<file path="config.mk">
export PLATFORM = sky130hd
export DESIGN_NAME = tcmc_channel
export DESIGN_NICKNAME = d
export VERILOG_FILES = /design/src/rtl/tcmc_channel.v /design/src/rtl/tcmc_edge_sync.v /design/src/rtl/tcmc_prescaler.v
export VERILOG_INCLUDE_DIRS = /design/src /design/src/rtl
export SDC_FILE = /design/constraint.sdc
export NUM_CORES = 1
export LEC_CHECK = 0
export ABC_CLOCK_PERIOD_IN_PS = 4000
export BUFFER_PORTS_ARGS = -buffer_cell sky130_fd_sc_hd__buf_2
export CORE_ASPECT_RATIO = 0.9
export CORE_MARGIN = 10
export CORE_UTILIZATION = 45
export DETAILED_ROUTE_END_ITERATION = 7
export SYNTH_ARGS = -nofsm -noshare
export SYNTH_HDL_FRONTEND = slang
export SYNTH_HIERARCHICAL = 1
export SYNTH_SLANG_ARGS = --single-unit
</file>
<file path="constraint.sdc">
create_clock -name clk_sys -period 4 [get_ports clk_sys]
set_input_delay 0.8 -clock clk_sys [delete_from_list [all_inputs] [get_ports clk_sys]]
set_output_delay 0.8 -clock clk_sys [all_outputs]
set_load 0.02 [all_outputs]
</file>
<file path="src/rtl/tcmc_map.vh">
// register offsets, field positions, reset values and divider ratios of the timer channel
`ifndef TCMC_MAP_VH
`define TCMC_MAP_VH

// register offsets (byte addresses)
`define TCMC_CMD_OFS        8'h00
`define TCMC_MODE_OFS       8'h04
`define TCMC_COUNT_OFS      8'h10
`define TCMC_VALUE_A_OFS    8'h14
`define TCMC_VALUE_B_OFS    8'h18
`define TCMC_VALUE_C_OFS    8'h1C
`define TCMC_STATUS_OFS     8'h20

// command register bits
`define TCMC_CMD_CLOCK_ENABLE_CMD_BIT  0
`define TCMC_CMD_CLOCK_DISABLE_CMD_BIT 1
`define TCMC_CMD_SWTRIG_BIT 2

// mode register fields, common to both views
`define TCMC_CLKSEL_LSB     0
`define TCMC_CLKINV_BIT     3
`define TCMC_BURST_LSB      4
`define TCMC_STOP_BIT       6
`define TCMC_DIS_BIT        7
`define TCMC_EDGE_LSB       8
`define TCMC_CTRIG_BIT      14
`define TCMC_WAVE_BIT       15
// capture view
`define TCMC_TRGLINE_BIT    10
`define TCMC_LDA_LSB        16
`define TCMC_LDB_LSB        18
// waveform view
`define TCMC_EVSRC_LSB      10
`define TCMC_EVTRG_BIT      12
`define TCMC_A_MATCHA_LSB   16
`define TCMC_A_MATCHC_LSB   18
`define TCMC_A_EVENT_LSB    20
`define TCMC_A_SOFT_LSB     22
`define TCMC_B_MATCHB_LSB   24
`define TCMC_B_MATCHC_LSB   26
`define TCMC_B_EVENT_LSB    28
`define TCMC_B_SOFT_LSB     30

// reset values
`define TCMC_MODE_RST       32'h0000_0000
`define TCMC_VALUE_RST      16'h0000

// prescaler: log2 of the master clock division ratios 2, 8, 32, 128, 1024
`define TCMC_DIV0_LOG2      1
`define TCMC_DIV1_LOG2      3
`define TCMC_DIV2_LOG2      5
`define TCMC_DIV3_LOG2      7
`define TCMC_DIV4_LOG2      10

// output actions
`define TCMC_ACT_NONE       2'h0
`define TCMC_ACT_SET        2'h1
`define TCMC_ACT_CLEAR      2'h2
`define TCMC_ACT_TOGGLE     2'h3

`endif

</file>
<file path="src/rtl/tcmc_channel.v">
// one 16-bit timer/counter channel: command and mode registers, capture and waveform logic
`timescale 1ns/1ps
`include "tcmc_map.vh"

module tcmc_channel #(
    parameter CW = 16                          // counter width
) (
    input  wire          clk_sys,              // master clock, 40 MHz
    input  wire          arst_n,               // async reset, active low
    input  wire [7:0]    reg_addr,             // register byte address
    input  wire [31:0]   reg_wdata,            // write data
    input  wire          reg_wr,               // write strobe
    input  wire          reg_rd,               // read strobe
    output reg  [31:0]   reg_rdata,            // read data, cycle after strobe
    input  wire          block_sync,           // block-wide sync pulse
    input  wire          ext_clock_0,          // external clock 0
    input  wire          ext_clock_1,          // external clock 1
    input  wire          ext_clock_2,          // external clock 2
    input  wire          io_line_a_in,         // line A pin level
    output wire          io_line_a_out,        // line A drive level
    output wire          io_line_a_oe,         // line A output enable
    input  wire          io_line_b_in,         // line B pin level
    output wire          io_line_b_out,        // line B drive level
    output wire          io_line_b_oe          // line B output enable
);

    // synchronised input indices
    localparam IX_A  = 0;
    localparam IX_B  = 1;
    localparam IX_X0 = 2;

    reg  [31:0]   mode_q;                      // channel mode register
    reg  [CW-1:0] count_q;                     // counter
    reg  [CW-1:0] value_a_q;                   // capture/compare value A
    reg  [CW-1:0] value_b_q;                   // capture/compare value B
    reg  [CW-1:0] value_c_q;                   // compare value C
    reg           clk_en_q;                    // counter clock enabled
    reg           stop_q;                      // clock stopped until a trigger
    reg           line_a_q;                    // line A output level
    reg           line_b_q;                    // line B output level

    wire [4:0]    div_en;                      // prescaler enables
    wire [4:0]    s_lvl;                       // synchronised levels
    wire [4:0]    s_rise;                      // synchronised rising edges
    wire [4:0]    s_fall;                      // synchronised falling edges

    // mode fields
    wire [2:0] clock_select        = mode_q[`TCMC_CLKSEL_LSB+2:`TCMC_CLKSEL_LSB];
    wire       clock_invert        = mode_q[`TCMC_CLKINV_BIT];
    wire [1:0] burst_select        = mode_q[`TCMC_BURST_LSB+1:`TCMC_BURST_LSB];
    wire       stop_bit            = mode_q[`TCMC_STOP_BIT];
    wire       dis_bit             = mode_q[`TCMC_DIS_BIT];
    wire [1:0] edge_field          = mode_q[`TCMC_EDGE_LSB+1:`TCMC_EDGE_LSB];
    wire       compare_c_trigger   = mode_q[`TCMC_CTRIG_BIT];
    wire       wave                = mode_q[`TCMC_WAVE_BIT];
    wire       trigger_line_select = mode_q[`TCMC_TRGLINE_BIT];
    wire [1:0] load_a_edge         = mode_q[`TCMC_LDA_LSB+1:`TCMC_LDA_LSB];
    wire [1:0] load_b_edge         = mode_q[`TCMC_LDB_LSB+1:`TCMC_LDB_LSB];
    wire [1:0] event_source_select = mode_q[`TCMC_EVSRC_LSB+1:`TCMC_EVSRC_LSB];
    wire       event_trigger_enable = mode_q[`TCMC_EVTRG_BIT];
    wire [1:0] line_a_on_match_a   = mode_q[`TCMC_A_MATCHA_LSB+1:`TCMC_A_MATCHA_LSB];
    wire [1:0] line_a_on_match_c   = mode_q[`TCMC_A_MATCHC_LSB+1:`TCMC_A_MATCHC_LSB];
    wire [1:0] line_a_on_event     = mode_q[`TCMC_A_EVENT_LSB+1:`TCMC_A_EVENT_LSB];
    wire [1:0] line_a_on_soft_trig = mode_q[`TCMC_A_SOFT_LSB+1:`TCMC_A_SOFT_LSB];
    wire [1:0] line_b_on_match_b   = mode_q[`TCMC_B_MATCHB_LSB+1:`TCMC_B_MATCHB_LSB];
    wire [1:0] line_b_on_match_c   = mode_q[`TCMC_B_MATCHC_LSB+1:`TCMC_B_MATCHC_LSB];
    wire [1:0] line_b_on_event     = mode_q[`TCMC_B_EVENT_LSB+1:`TCMC_B_EVENT_LSB];
    wire [1:0] line_b_on_soft_trig = mode_q[`TCMC_B_SOFT_LSB+1:`TCMC_B_SOFT_LSB];

    // edge code: 0 none, 1 rising, 2 falling, 3 each edge
    function edge_hit;
        input [1:0] code;
        input       r;
        input       f;
        begin
            edge_hit = (code[0] & r) | (code[1] & f);
        end
    endfunction

    // action code applied to a line level
    function apply_act;
        input [1:0] code;
        input       lvl;
        begin
            case (code)
                `TCMC_ACT_SET:    apply_act = 1'b1;
                `TCMC_ACT_CLEAR:  apply_act = 1'b0;
                `TCMC_ACT_TOGGLE: apply_act = ~lvl;
                default:          apply_act = lvl;
            endcase
        end
    endfunction

    // register decode, used by the write paths; the read path decodes with a case
    function hit;
        input [7:0] addr;
        input [7:0] ofs;
        begin
            hit = (addr == ofs);
        end
    endfunction

    // master clock dividers
    tcmc_prescaler #(
        .WIDTH   (`TCMC_DIV4_LOG2)
    ) u_prescaler (
        .clk_sys (clk_sys),
        .arst_n  (arst_n),
        .div_en  (div_en)
    );

    // pins cross into the master clock domain before any use
    tcmc_edge_sync #(
        .N       (5)
    ) u_edge_sync (
        .clk_sys (clk_sys),
        .arst_n  (arst_n),
        .pin_in  ({ext_clock_2, ext_clock_1, ext_clock_0, io_line_b_in, io_line_a_in}),
        .level   (s_lvl),
        .rise    (s_rise),
        .fall    (s_fall)
    );

    // command decode
    wire cmd_wr     = reg_wr & hit(reg_addr, `TCMC_CMD_OFS);
    wire cmd_en     = cmd_wr & reg_wdata[`TCMC_CMD_CLOCK_ENABLE_CMD_BIT];
    wire cmd_dis    = cmd_wr & reg_wdata[`TCMC_CMD_CLOCK_DISABLE_CMD_BIT];
    wire soft_trig  = (cmd_wr & reg_wdata[`TCMC_CMD_SWTRIG_BIT]) | block_sync;

    // selected clock source, as a one-cycle tick
    reg src_tick;
    always @* begin
        case (clock_select)
            3'h0:    src_tick = div_en[0];
            3'h1:    src_tick = div_en[1];
            3'h2:    src_tick = div_en[2];
            3'h3:    src_tick = div_en[3];
            3'h4:    src_tick = div_en[4];
            3'h5:    src_tick = clock_invert ? s_fall[IX_X0]   : s_rise[IX_X0];
            3'h6:    src_tick = clock_invert ? s_fall[IX_X0+1] : s_rise[IX_X0+1];
            default: src_tick = clock_invert ? s_fall[IX_X0+2] : s_rise[IX_X0+2];
        endcase
    end

    // burst gating by an external clock level
    reg gate_ok;
    always @* begin
        case (burst_select)
            2'h0:    gate_ok = 1'b1;
            2'h1:    gate_ok = s_lvl[IX_X0];
            2'h2:    gate_ok = s_lvl[IX_X0+1];
            default: gate_ok = s_lvl[IX_X0+2];
        endcase
    end

    // divider ticks have no edge to invert; invert only matters for external sources
    wire          tick    = clk_en_q & ~stop_q & src_tick & gate_ok;
    wire [CW-1:0] cnt_inc = count_q + {{(CW-1){1'b0}}, 1'b1};

    // compares fire on the tick that brings the counter to the value
    wire match_a = wave & tick & (cnt_inc == value_a_q);
    wire match_b = wave & tick & (cnt_inc == value_b_q);
    wire match_c = tick & (cnt_inc == value_c_q);

    // capture mode external trigger
    wire trg_r   = trigger_line_select ? s_rise[IX_A] : s_rise[IX_B];
    wire trg_f   = trigger_line_select ? s_fall[IX_A] : s_fall[IX_B];
    wire cap_trg = ~wave & edge_hit(edge_field, trg_r, trg_f);

    // waveform mode external event source
    reg ev_r;
    reg ev_f;
    always @* begin
        case (event_source_select)
            2'h0: begin
                ev_r = s_rise[IX_B];
                ev_f = s_fall[IX_B];
            end
            2'h1: begin
                ev_r = s_rise[IX_X0];
                ev_f = s_fall[IX_X0];
            end
            2'h2: begin
                ev_r = s_rise[IX_X0+1];
                ev_f = s_fall[IX_X0+1];
            end
            default: begin
                ev_r = s_rise[IX_X0+2];
                ev_f = s_fall[IX_X0+2];
            end
        endcase
    end
    wire wave_ev = wave & edge_hit(edge_field, ev_r, ev_f);

    // anything that zeroes the counter and restarts it
    wire ext_trig = cap_trg | (wave_ev & event_trigger_enable);
    wire c_trig   = match_c & compare_c_trigger;
    wire any_trig = soft_trig | ext_trig | c_trig;

    // capture loads from line A edges
    wire load_a = ~wave & edge_hit(load_a_edge, s_rise[IX_A], s_fall[IX_A]);
    wire load_b = ~wave & edge_hit(load_b_edge, s_rise[IX_A], s_fall[IX_A]);

    // stop and disable sources differ by mode
    wire stop_ev = wave ? (match_c & stop_bit) : (load_b & stop_bit);
    wire dis_ev  = wave ? (match_c & dis_bit)  : (load_b & dis_bit);

    // line B only drives when it is not the event input
    wire line_b_drv = wave & (event_source_select != 2'h0);

    // counter register
    always @(posedge clk_sys or negedge arst_n) begin
        if (!arst_n) begin
            count_q <= {CW{1'b0}};
        end else if (any_trig) begin       // trigger zeroes the count
            count_q <= {CW{1'b0}};
        end else if (tick) begin           // normal count
            count_q <= cnt_inc;
        end
    end

    // clock enable and stop state; held until a command or event changes it
    always @(posedge clk_sys or negedge arst_n) begin
        if (!arst_n) begin
            clk_en_q <= 1'b0;
            stop_q   <= 1'b0;
        end else begin
            if (cmd_dis) begin             // disable wins over enable
                clk_en_q <= 1'b0;
            end else if (dis_ev) begin     // disable on load or compare
                clk_en_q <= 1'b0;
            end else if (cmd_en) begin     // enable
                clk_en_q <= 1'b1;
            end
            if (stop_ev) begin             // stop beats a same-cycle trigger
                stop_q <= 1'b1;
            end else if (any_trig) begin   // trigger restarts a stopped clock
                stop_q <= 1'b0;
            end
        end
    end

    // mode and value registers; capture loads and software writes
    always @(posedge clk_sys or negedge arst_n) begin
        if (!arst_n) begin
            mode_q    <= `TCMC_MODE_RST;
            value_a_q <= `TCMC_VALUE_RST;
            value_b_q <= `TCMC_VALUE_RST;
            value_c_q <= `TCMC_VALUE_RST;
        end else begin
            if (reg_wr && hit(reg_addr, `TCMC_MODE_OFS)) begin
                mode_q <= reg_wdata;
            end
            if (load_a) begin              // capture has priority over nothing: read only here
                value_a_q <= count_q;
            end else if (wave && reg_wr && hit(reg_addr, `TCMC_VALUE_A_OFS)) begin
                value_a_q <= reg_wdata[CW-1:0];
            end
            if (load_b) begin
                value_b_q <= count_q;
            end else if (wave && reg_wr && hit(reg_addr, `TCMC_VALUE_B_OFS)) begin
                value_b_q <= reg_wdata[CW-1:0];
            end
            if (reg_wr && hit(reg_addr, `TCMC_VALUE_C_OFS)) begin
                value_c_q <= reg_wdata[CW-1:0];
            end
        end
    end

    // line A: highest priority event that has an action wins
    reg line_a_d;
    always @* begin
        line_a_d = line_a_q;
        if (!wave) begin                                   // capture: line is input
            line_a_d = line_a_q;
        end else if (soft_trig && line_a_on_soft_trig != `TCMC_ACT_NONE) begin
            line_a_d = apply_act(line_a_on_soft_trig, line_a_q);
        end else if (wave_ev && line_a_on_event != `TCMC_ACT_NONE) begin
            line_a_d = apply_act(line_a_on_event, line_a_q);
        end else if (match_c && line_a_on_match_c != `TCMC_ACT_NONE) begin
            line_a_d = apply_act(line_a_on_match_c, line_a_q);
        end else if (match_a) begin
            line_a_d = apply_act(line_a_on_match_a, line_a_q);
        end
    end

    // line B: same ordering, only while it is an output
    reg line_b_d;
    always @* begin
        line_b_d = line_b_q;
        if (!line_b_drv) begin                             // input use
            line_b_d = line_b_q;
        end else if (soft_trig && line_b_on_soft_trig != `TCMC_ACT_NONE) begin
            line_b_d = apply_act(line_b_on_soft_trig, line_b_q);
        end else if (wave_ev && line_b_on_event != `TCMC_ACT_NONE) begin
            line_b_d = apply_act(line_b_on_event, line_b_q);
        end else if (match_c && line_b_on_match_c != `TCMC_ACT_NONE) begin
            line_b_d = apply_act(line_b_on_match_c, line_b_q);
        end else if (match_b) begin
            line_b_d = apply_act(line_b_on_match_b, line_b_q);
        end
    end

    // output line flops
    always @(posedge clk_sys or negedge arst_n) begin
        if (!arst_n) begin
            line_a_q <= 1'b0;
            line_b_q <= 1'b0;
        end else begin
            line_a_q <= line_a_d;
            line_b_q <= line_b_d;
        end
    end

    assign io_line_a_out = line_a_q;
    assign io_line_a_oe  = wave;
    assign io_line_b_out = line_b_q;
    assign io_line_b_oe  = line_b_drv;

    // read data, one cycle after the strobe; unmapped and write-only read zero
    always @(posedge clk_sys or negedge arst_n) begin
        if (!arst_n) begin
            reg_rdata <= 32'h0000_0000;
        end else if (reg_rd) begin
            case (reg_addr)
                `TCMC_MODE_OFS:    reg_rdata <= mode_q;
                `TCMC_COUNT_OFS:   reg_rdata <= {{(32-CW){1'b0}}, count_q};
                `TCMC_VALUE_A_OFS: reg_rdata <= {{(32-CW){1'b0}}, value_a_q};
                `TCMC_VALUE_B_OFS: reg_rdata <= {{(32-CW){1'b0}}, value_b_q};
                `TCMC_VALUE_C_OFS: reg_rdata <= {{(32-CW){1'b0}}, value_c_q};
                `TCMC_STATUS_OFS:  reg_rdata <= {27'h000_0000, s_lvl[IX_B], s_lvl[IX_A],
                                                 line_b_q, line_a_q, clk_en_q & ~stop_q};
                default:           reg_rdata <= 32'h0000_0000;
            endcase
        end else begin
            reg_rdata <= 32'h0000_0000;
        end
    end

endmodule // tcmc_channel

</file>
<file path="src/rtl/tcmc_edge_sync.v">
// two-flop synchronisers with rise and fall detection for a group of external inputs
`timescale 1ns/1ps

module tcmc_edge_sync #(
    parameter N = 5                            // number of inputs
) (
    input  wire         clk_sys,               // master clock
    input  wire         arst_n,                // async reset, active low
    input  wire [N-1:0] pin_in,                // raw asynchronous inputs
    output wire [N-1:0] level,                 // synchronised level
    output wire [N-1:0] rise,                  // one-cycle rising edge pulse
    output wire [N-1:0] fall                   // one-cycle falling edge pulse
);

    reg [N-1:0] meta_q;                        // first stage, read by sync_q only
    reg [N-1:0] sync_q;                        // second stage
    reg [N-1:0] prev_q;                        // last synchronised level

    // double flop then one delay for edge compare
    always @(posedge clk_sys or negedge arst_n) begin
        if (!arst_n) begin
            meta_q <= {N{1'b0}};
            sync_q <= {N{1'b0}};
            prev_q <= {N{1'b0}};
        end else begin
            meta_q <= pin_in;
            sync_q <= meta_q;
            prev_q <= sync_q;
        end
    end

    assign level = sync_q;
    assign rise  = sync_q & ~prev_q;
    assign fall  = ~sync_q & prev_q;

endmodule // tcmc_edge_sync

</file>
<file path="src/rtl/tcmc_prescaler.v">
// free-running master clock divider giving one-cycle enables at /2, /8, /32, /128 and /1024
`timescale 1ns/1ps
`include "tcmc_map.vh"

module tcmc_prescaler #(
    parameter WIDTH = `TCMC_DIV4_LOG2          // divider width, sets the slowest ratio
) (
    input  wire       clk_sys,                 // master clock
    input  wire       arst_n,                  // async reset, active low
    output wire [4:0] div_en                   // one-cycle enables, fastest first
);

    reg [WIDTH-1:0] div_q;                     // running divider count

    // count every master clock; never stopped so all ratios stay in phase
    always @(posedge clk_sys or negedge arst_n) begin
        if (!arst_n) begin
            div_q <= {WIDTH{1'b0}};
        end else begin
            div_q <= div_q + {{(WIDTH-1){1'b0}}, 1'b1};
        end
    end

    // an enable fires when the low bits of the divider are all ones
    assign div_en[0] = &div_q[`TCMC_DIV0_LOG2-1:0];
    assign div_en[1] = &div_q[`TCMC_DIV1_LOG2-1:0];
    assign div_en[2] = &div_q[`TCMC_DIV2_LOG2-1:0];
    assign div_en[3] = &div_q[`TCMC_DIV3_LOG2-1:0];
    assign div_en[4] = &div_q[`TCMC_DIV4_LOG2-1:0];

endmodule // tcmc_prescaler
</file>
==> results of run 1 <==
## sequential cells by signal, summed over array words and instances (netlist names), 5 cells and up
| register | cells |
|---|---|
| mode_q | 32 |
| u_edge_sync/level | 5 |
| value_c_q | 16 |
| value_a_q | 16 |
| value_b_q | 16 |
| u_edge_sync/prev_q | 5 |
| reg_rdata | 32 |
| u_prescaler/div_q | 10 |
| u_edge_sync/meta_q | 5 |
| count_q | 16 |
## final timing paths
check | startpoint | cells past startpoint | slack, ps | endpoint
setup / recovery | count_q[0] | 10 | 310 | stop_q
hold / removal | u_edge_sync/meta_q[4] | 0 | 350 | u_edge_sync/level[4]
setup reg to reg | count_q[0] | 10 | 310 | stop_q
hold reg to reg | u_edge_sync/meta_q[4] | 0 | 350 | u_edge_sync/level[4]
max in group asynchronous | arst_n | 2 | 2720 | count_q[2]
min in group asynchronous | arst_n | 1 | 380 | reg_rdata[26]
## synthesized netlist by cell type, types with 11 or more instances
library cell / count / share of area
dfrtp_1: 157 / 0.45
a22o_1: 11 / 0.011
mux2i_1: 41 / 0.047
nand4_1: 11 / 0.0078
nand3_1: 12 / 0.0068
ha_1: 15 / 0.021
and3_1: 21 / 0.015
xnor2_1: 51 / 0.051
clkbuf_1: 30 / 0.013
nor3_1: 17 / 0.0097
mux2_2: 63 / 0.081
nand2_1: 26 / 0.011
a21oi_1: 46 / 0.026
nor2_1: 89 / 0.038
a222oi_1: 11 / 0.013
nor2b_1: 11 / 0.0078
xor2_1: 19 / 0.019
inv_1: 20 / 0.0086
## layer usage
metal	GRT usage	wire, um	up-vias
li1	-	-	3101
met1	0.264	11800	3470
met2	0.316	12200	241
met3	0.0369	1390	42
met4	0.0667	554	0
met5	0	0	-
## power groups by stage
stage	logic, W	registers, W	clock network [W]
floorplan	0.000499	0.00192	0
global placement	0.000676	0.00202	0
detailed placement	0.000688	0.00203	0
CTS	0.000695	0.00200	0.00168
global route	0.000766	0.00203	0.00174
finish	0.000695	0.00201	0.00164
## worst max-delay path, stage by stage, from the launching register on
cell,delay (ps)
dfrtp_1,520
ha_1,440
xor2_1,190
a2111o_1,350
a221o_1,260
or4_4,540
nor4_4,380
and3_1,320
a221o_1,170
buf_4,250
o2bb2ai_1,120
## logic make-up after synthesis
logic type      after synthesis  share of synthesized area
compound gates              141                      0.116
xor+xnor                     73                     0.0776
fa+ha+maj                    15                     0.0214
buf+inv                      75                     0.0375
flops                       157                      0.448
mux                         113                      0.151
simple gates                241                      0.149
## area by class of cell
cell class                      instances  area, sq um
Sequential cell                       157         3930
Tap cell                              250          313
Clock buffer                           19          453
Fill cell                            1732         9060
Inverter                               20         75.1
Multi-Input combinational cell        583         4520
Timing Repair Buffer                  114          662
Clock inverter                         13          145
## stage by stage
stage          power, W  utilization  instances  setup WS (ps)  instance area [sq um]
5_1_grt         0.00453        0.527       1156           57.7                  10100
2_1_floorplan   0.00242            -        815            794                   8770
3_5_place_dp    0.00272        0.496       1124            345                   9500
4_1_cts         0.00438        0.527       1156            340                  10100
3_3_place_gp    0.00270        0.496       1124            438                   9500
6_report        0.00434        0.527       1156            315                  10100
==> impl_metrics.tcl, run 1 <==
set metrics [dict create \
    status "completed" \
    synthDistinctLibCells 70 \
    grtUsageTotal 0.198 \
    fmax_mhz 271 \
    cts_sinks 157 \
    yosys_register_bits 157 \
    cts_resized 0 \
    clockBufferDepth 2 \
    dr.pass1.iters 8 \
    min_period_ps 3690 \
    syn_inst 815 \
    finalWirelength_mm 25.9 \
    slew_headroom 0.499 \
    num_antenna_cells 0 \
    ys_warn_count 6 \
    ctsHoldBuffers 0 \
    antenna_found_initial 0 \
    grt_max_degree 88 \
    final_common_cell "dfrtp_1" \
    syn_area_sq_um 8770 \
    portBuffers 85 \
    rsz0062_at_grt "no" \
    initial_core_util 0.458 \
    root_buffer "clkbuf_16" \
    first_iter_violations 637 \
    drv_cap 0 \
    clockPowerShare 0.377 \
    synth-edff-count 0 \
    p_leak_nw 4.51 \
    core_sq_um 19200 \
    layout_common_cells "dfrtp_1 (157), nor2_1 (87), buf_2 (84), mux2_2 (63), xnor2_1 (51)" \
    vias 6854 \
    crit_required_ps 4300 \
    switching_share 0.304 \
    fp.dieArea_sq_um 25500 \
    grt_pass1_vias 6870 \
    rows 48 \
    area_growth_pct 15.2 \
    hold_viol 0 \
    route.detailed.drc 0 \
    crit_path_start_kind "register" \
    post_cts_buffers 0 \
    async_flop_share 1.00 \
    syn_nets 880 \
    place.gp.congestion 0.974 \
    drive_gt1_frac 0.279 \
    avgViaCountPerCell 5.93 \
    drv_slew 0 \
    cts.clk_slew.worst_paths_ps 70 \
    setup_violations 0 \
    cts_tree "done" \
    nNetsFinal 958 \
    antenna_left 0 \
    num_io_pins 86 \
    pwr-share-comb 0.160 \
    crit_path_max_fanout 17 \
    synth_ff_type "dfrtp_1" \
    whs_ps 351 \
    fin_setup_tns_ps 0 \
    p_int_w 0.00302 \
    tightest_slew_ps 752 \
    finClkSkew_ps 12.6 \
    dp_hpwl_mm 18.9 \
    switchingPower_w 0.00132 \
    period_share 0.921 \
    fp.dieW_um 167 \
    syn_area_per_cell_sq_um 10.8 \
    crit_arrival_ps 3990 \
    hp-class "register to register" \
    gr-total-overflow 0 \
    htreeDepth 4 \
    end_kind "register" \
    die_h_um 152 \
    power_per_cell_area_nw_per_um2 430 \
    wl_per_cell_um 22.4 \
    ys_seq_area_frac 0.448 \
    path_class "register to register" \
    clk_latency_ps 430 \
    ir_drop_mv 0.221 \
    p_seq_frac 0.463 \
    numCtsBuffers 17 \
    grt_pass1_wl_mm 40.0 \
]
No activity file was read; power rests on OpenSTA's default activity.
==> run 2: changes to the inputs <==
Settings changed: BUFFER_PORTS_ARGS -buffer_cell sky130_fd_sc_hd__buf_2 to default, DONT_BUFFER_PORTS from default to 1, RECOVER_POWER from default to 100.
==> run 2 against run 1 <==
Compared with the run above: the run now ends with capacitance limit, slew limit left; global-route usage increased by 0.20 points; sequential power hardly changed; power down 4.2%; wire length increased by 0.58%.
==> impl_metrics.tcl, run 2 (same netlist as run 1, synthesis figures left out) <==
set metrics [dict create \
    rsz0062_at_grt "no" \
    cpPeakStageDelay_ps 540 \
    place.gp.congestion 0.928 \
    reg_top3 "mode_q: 32 flops, reg_rdata: 32 flops" \
    first_iter_violations 569 \
    htreeDepth 4 \
    fin_setup_tns_ps 0 \
    clockBufferDepth 2 \
    hold_viol 0 \
    setup_violations 0 \
    fin_cells 1065 \
    end_kind "register" \
    core_sq_um 19200 \
    fp.dieW_um 167 \
    fillCellCount 1696 \
    final_util 0.497 \
    drive_gt1_frac 0.183 \
    ctsHoldBuffers 0 \
    clk_latency_ps 430 \
    fp.dieArea_sq_um 25500 \
    cts.clk_slew.worst_paths_ps 70 \
    power_per_cell_area_nw_per_um2 437 \
    root_buffer "clkbuf_16" \
    ir_drop_mv 0.241 \
    p_leak_nw 4.03 \
    avgViaCountPerCell 6.12 \
    dr.pass1.iters 6 \
    layout_common_cells "dfrtp_1 (157), nor2_1 (87), mux2_2 (63), xnor2_1 (51), a21oi_1 (46)" \
    dp_hpwl_mm 18.8 \
    die_h_um 152 \
    crit_required_ps 4310 \
    grt_pass1_vias 6446 \
    fmax_mhz 269 \
    p_total_w 0.00416 \
    path_class "register to register" \
    numCtsBuffers 17 \
    vias 6519 \
    violations "capacitance limit, slew limit" \
    grtUsageTotal 0.200 \
    area_growth_pct 8.49 \
    grt_max_degree 158 \
    place_inst 1034 \
    cts_resized 0 \
    num_io_pins 86 \
    finClkSkew_ps 11.8 \
    drv_cap 2 \
    path_cells "ha_1 -> xor2_1 -> a2111o_1 -> a221o_1 -> or4_4 -> nor4_4 -> and3_1 -> a221o_1 -> buf_4 -> o2bb2ai_1" \
    crit_arrival_ps 4020 \
    post_cts_buffers 0 \
    min_period_ps 3710 \
    rr_worst_depth 10 \
    antenna_found_initial 0 \
    route.detailed.drc 0 \
    cts_tree "done" \
    rows 48 \
    nNetsFinal 868 \
    cts_sinks 157 \
    final_common_cell "dfrtp_1" \
    portBuffers 0 \
    slew_headroom -0.166 \
    finalWirelength_mm 26.1 \
    period_share 0.929 \
    tightest_slew_ps 1750 \
    crit_path_max_fanout 17 \
    crit_path_top_delay_cell "or4_4" \
    status "complete, but fails checks" \
    initial_core_util 0.458 \
    cp_common_cell "a221o_1" \
    wl_per_cell_um 24.5 \
    antenna_left 0 \
    num_antenna_cells 0 \
    gr-total-overflow 0 \
    grt_pass1_wl_mm 39.7 \
    drv_slew 54 \
    hp-class "primary input to async pin" \
    crit_path_start_kind "register" \
]
-- run 2: changes by cell type in the layout (fill, tap and decap cells not counted), sizes merged --
| cell | delta |
|---|---|
| buf | -99 |
| bufinv | -1 |
| clkbuf | +10 |
| clkinv | -1 |
| clkinvlp | +1 |
| inv | -1 |
-- run 2: metrics by stage --
stage	instance area [sq um]	hold WS, ps	worst slack [ps]
2_1_floorplan	8770	331	794
3_3_place_gp	9020	334	377
3_5_place_dp	9020	336	275
4_1_cts	9560	44.3	263
5_1_grt	9510	36.0	1.39
6_report	9510	59.5	285
-- run 2: report_power, final --
group / internal (W) / switching [W]
clock network: 0.000826 / 0.000714
logic: 0.000326 / 0.000295
registers: 0.00176 / 0.000238
-- run 2: layout make-up --
cell class / instances / area, sq um / area share
repair buffers: 24 / 150 / 0.0158
clock inverters: 11 / 98.8 / 0.0104
well taps: 250 / 313 / 0.0329
inverters: 20 / 75.1 / 0.00789
flip-flops and latches: 157 / 3930 / 0.413
multi-input cells: 583 / 4500 / 0.473
clock buffers: 20 / 447 / 0.0469
-- run 2: routing by layer --
layer / wire (um) / track usage / vias up
met3: 1810 / 0.0462 / 45
li1: - / - / 2925
met5: 0 / 0 / -
met2: 12100 / 0.310 / 241
met4: 665 / 0.0684 / 0
met1: 11500 / 0.269 / 3308
-- run 2: critical path: cells and delay by family, from the launching register on --
kind                     cells  cell delay, ps
AO/OA/AOI/OAI                4             910
AND/OR/NAND/NOR              3            1270
adder cells (fa/ha/maj)      1             440
flip-flops                   1             520
buffers and inverters        1             250
XOR/XNOR                     1             190
-- run 2: path summary, 6_finish.rpt --
kind / slack [ps] / startpoint / to
setup / recovery: 290 / count_q[0] / stop_q
hold / removal: 60 / arst_n / reg_rdata[29]
setup reg to reg: 290 / count_q[0] / stop_q
hold reg to reg: 350 / u_edge_sync/meta_q[4] / u_edge_sync/level[4]
max in group asynchronous: 3780 / arst_n / value_b_q[1]
min in group clk_sys: 350 / u_edge_sync/meta_q[4] / u_edge_sync/level[4]
==> run 3: changes to the inputs <==
Settings changed: ABC_AREA from default to 1, CORE_UTILIZATION 45 to 40, CTS_CLUSTER_DIAMETER from default to 50.
==> run 3 against run 2 <==
Compared with the run above: cell count up 35%; synthesized cell count is 40% higher; the run now ends clean; hold slack gained 9.3 ps.
==> impl_metrics.tcl, run 3 <==
set metrics [dict create \
    status "completed" \
    period_share 0.860 \
    rsz0062_at_grt "no" \
    reg2reg_to "count_q[12]" \
    post_cts_buffers 0 \
    hp-class "primary input to async pin" \
    cts.clk_slew.worst_paths_ps 70 \
    route.detailed.drc 0 \
    reg_top3 "mode_q: 32 flops, reg_rdata: 32 flops" \
    fin_setup_tns_ps 0 \
    dr.pass1.iters 5 \
    cts_resized 0 \
    root_buffer "clkbuf_16" \
    rows 51 \
    p_total_w 0.00375 \
    avgViaCountPerCell 5.41 \
    clk_latency_ps 440 \
    fp.dieW_um 175 \
    final_common_cell "nand2_1" \
    slew_headroom 0.0162 \
    place.gp.congestion 0.927 \
    wl_per_cell_um 19.3 \
    drv_cap 0 \
    power_per_cell_area_nw_per_um2 395 \
    synth_xor_area_frac 0.0131 \
    async_flop_share 1.00 \
    place_inst 1407 \
    synthAdderAreaFrac 0.0217 \
    layout_setup_ws_ps 559 \
    num_antenna_cells 0 \
    layout_common_cells "nand2_1 (298), dfrtp_1 (157), inv_1 (156), nor2_1 (123)" \
    gr-total-overflow 0 \
    vias 7791 \
    crit_path_max_fanout 18 \
    pre_cts_slack_ps 504 \
    fp.dieArea_sq_um 28000 \
    ir_drop_mv 0.260 \
    cts_tree "done" \
    clockBufferDepth 2 \
    portBuffers 0 \
    tightest_slew_ps 1480 \
    nNetsFinal 1200 \
    finalWirelength_mm 27.7 \
    grt_max_degree 158 \
    synth-edff-count 0 \
    switchingPower_w 0.00112 \
    yosys.area_share.simple 0.268 \
    synth_ff_type "dfrtp_1" \
    fin_cells 1439 \
    pwr-share-comb 0.100 \
    syn_area_per_cell_sq_um 7.57 \
    cts_sinks 157 \
    synth_top_area_share 0.453 \
    initial_core_util 0.403 \
    grt_pass1_vias 7420 \
    muxShareOfSynthArea 0 \
    yosys_register_bits 157 \
    synth_most_common_cell "nand2_1" \
    regToRegSetupSlack_ps 560 \
    ys_seq_area_frac 0.453 \
    fmax_mhz 291 \
    antenna_left 0 \
    antenna_found_initial 0 \
    yosysTopAreaCell "dfrtp_1" \
    synth_top_family_by_area "simple AND/OR/NAND/NOR gates" \
    rr_worst_depth 14 \
    crit_arrival_ps 3750 \
    numCtsBuffers 17 \
    area_growth_pct 9.40 \
    clockPowerShare 0.429 \
    min_period_ps 3440 \
    first_iter_violations 807 \
    htreeDepth 4 \
    path_class "register to register" \
    num_io_pins 86 \
    grt_pass1_wl_mm 43.4 \
    drv_slew 0 \
    dp_hpwl_mm 20.1 \
    syn_nets 1210 \
    finClkSkew_ps 12.4 \
    crit_required_ps 4310 \
    switching_share 0.299 \
    core_sq_um 21500 \
    fillCellCount 2158 \
    end_kind "register" \
    yosys-top-cells-count "nand2_1 (298), dfrtp_1 (157), inv_1 (156)" \
    setup_violations 0 \
    crit_path_start_kind "register" \
    die_h_um 160 \
    drive_gt1_frac 0.0575 \
    ctsHoldBuffers 0 \
    synthDistinctLibCells 42 \
    p_leak_nw 4.43 \
    r2r-start "count_q[0]" \
    p_seq_frac 0.471 \
    p_int_w 0.00263 \
    syn_area_sq_um 8660 \
    hold_viol 0 \
    ys_warn_count 6 \
    synth_compound_area_frac 0.151 \
    syn_inst 1145 \
    synthTopCellsByArea "dfrtp_1 (45%), nand2_1 (13%), inv_1 (6.8%)" \
    grtUsageTotal 0.198 \
]
[run 3: cell families (layout without fill, tap and decap cells)]
kind of cell	Yosys count	after routing
fa+ha+maj	15	15
xor+xnor	13	13
buf+inv	204	207
flops	157	157
compound gates	216	216
simple gates	540	540
[run 3: layer usage]
metal,vias to the layer above,track usage,wire length [um]
li1,3703,-,-
met1,3729,0.282,13000
met2,327,0.285,11800
met3,32,0.0580,2540
met4,0,0.0508,420
met5,-,0,0
[run 3: critical path, cell delays in order (launching register included)]
cell and delay, ps:
dfrtp_1 550, ha_1 260, nand3_1 180, nor2_1 370
nand4_1 180, nand3_1 130, nand2_1 50, nor2_1 230
nand3_2 100, nor2_1 490, nand3_2 170, nand3_4 280
nor2_4 150, nand2_1 90, o31ai_1 70
[run 3: worst max-delay path by stage]
stage	startpoint	end	slack (ps)	cells past startpoint
floorplan	reg_addr[7]	value_a_q[10]	1550	10
global placement	reg_addr[7]	value_b_q[14]	620	10
detailed placement	reg_addr[7]	value_b_q[14]	500	10
CTS	count_q[0]	count_q[6]	880	15
global route	count_q[0]	count_q[14]	380	14
finish	count_q[0]	count_q[12]	560	14
[run 3: area by class of cell]
type	count	area [sq um]	area share
Sequential cell	157	3930	0.414
Multi-Input combinational cell	784	3910	0.413
Inverter	159	597	0.0630
Clock buffer	18	429	0.0453
Tap cell	291	364	0.0384
Clock inverter	14	146	0.0154
Timing Repair Buffer	16	101	0.0107
[run 3: through the flow]
step           hold WS [ps]  area, sq um   util
3_3_place_gp            333         8970  0.417
6_report               68.8         9480  0.441
3_5_place_dp            339         8970  0.417
4_1_cts                59.2         9550  0.444
5_1_grt                47.0         9480  0.441
2_1_floorplan           331         8660      -
[run 3: power by group through the flow]
stage | logic, W | registers (W) | clock network (W)
3_3_place_gp | 0.000370 | 0.00179 | 0
3_5_place_dp | 0.000374 | 0.00179 | 0
2_1_floorplan | 0.000272 | 0.00176 | 0
6_report | 0.000375 | 0.00177 | 0.00161
4_1_cts | 0.000375 | 0.00176 | 0.00164
5_1_grt | 0.000424 | 0.00178 | 0.00170
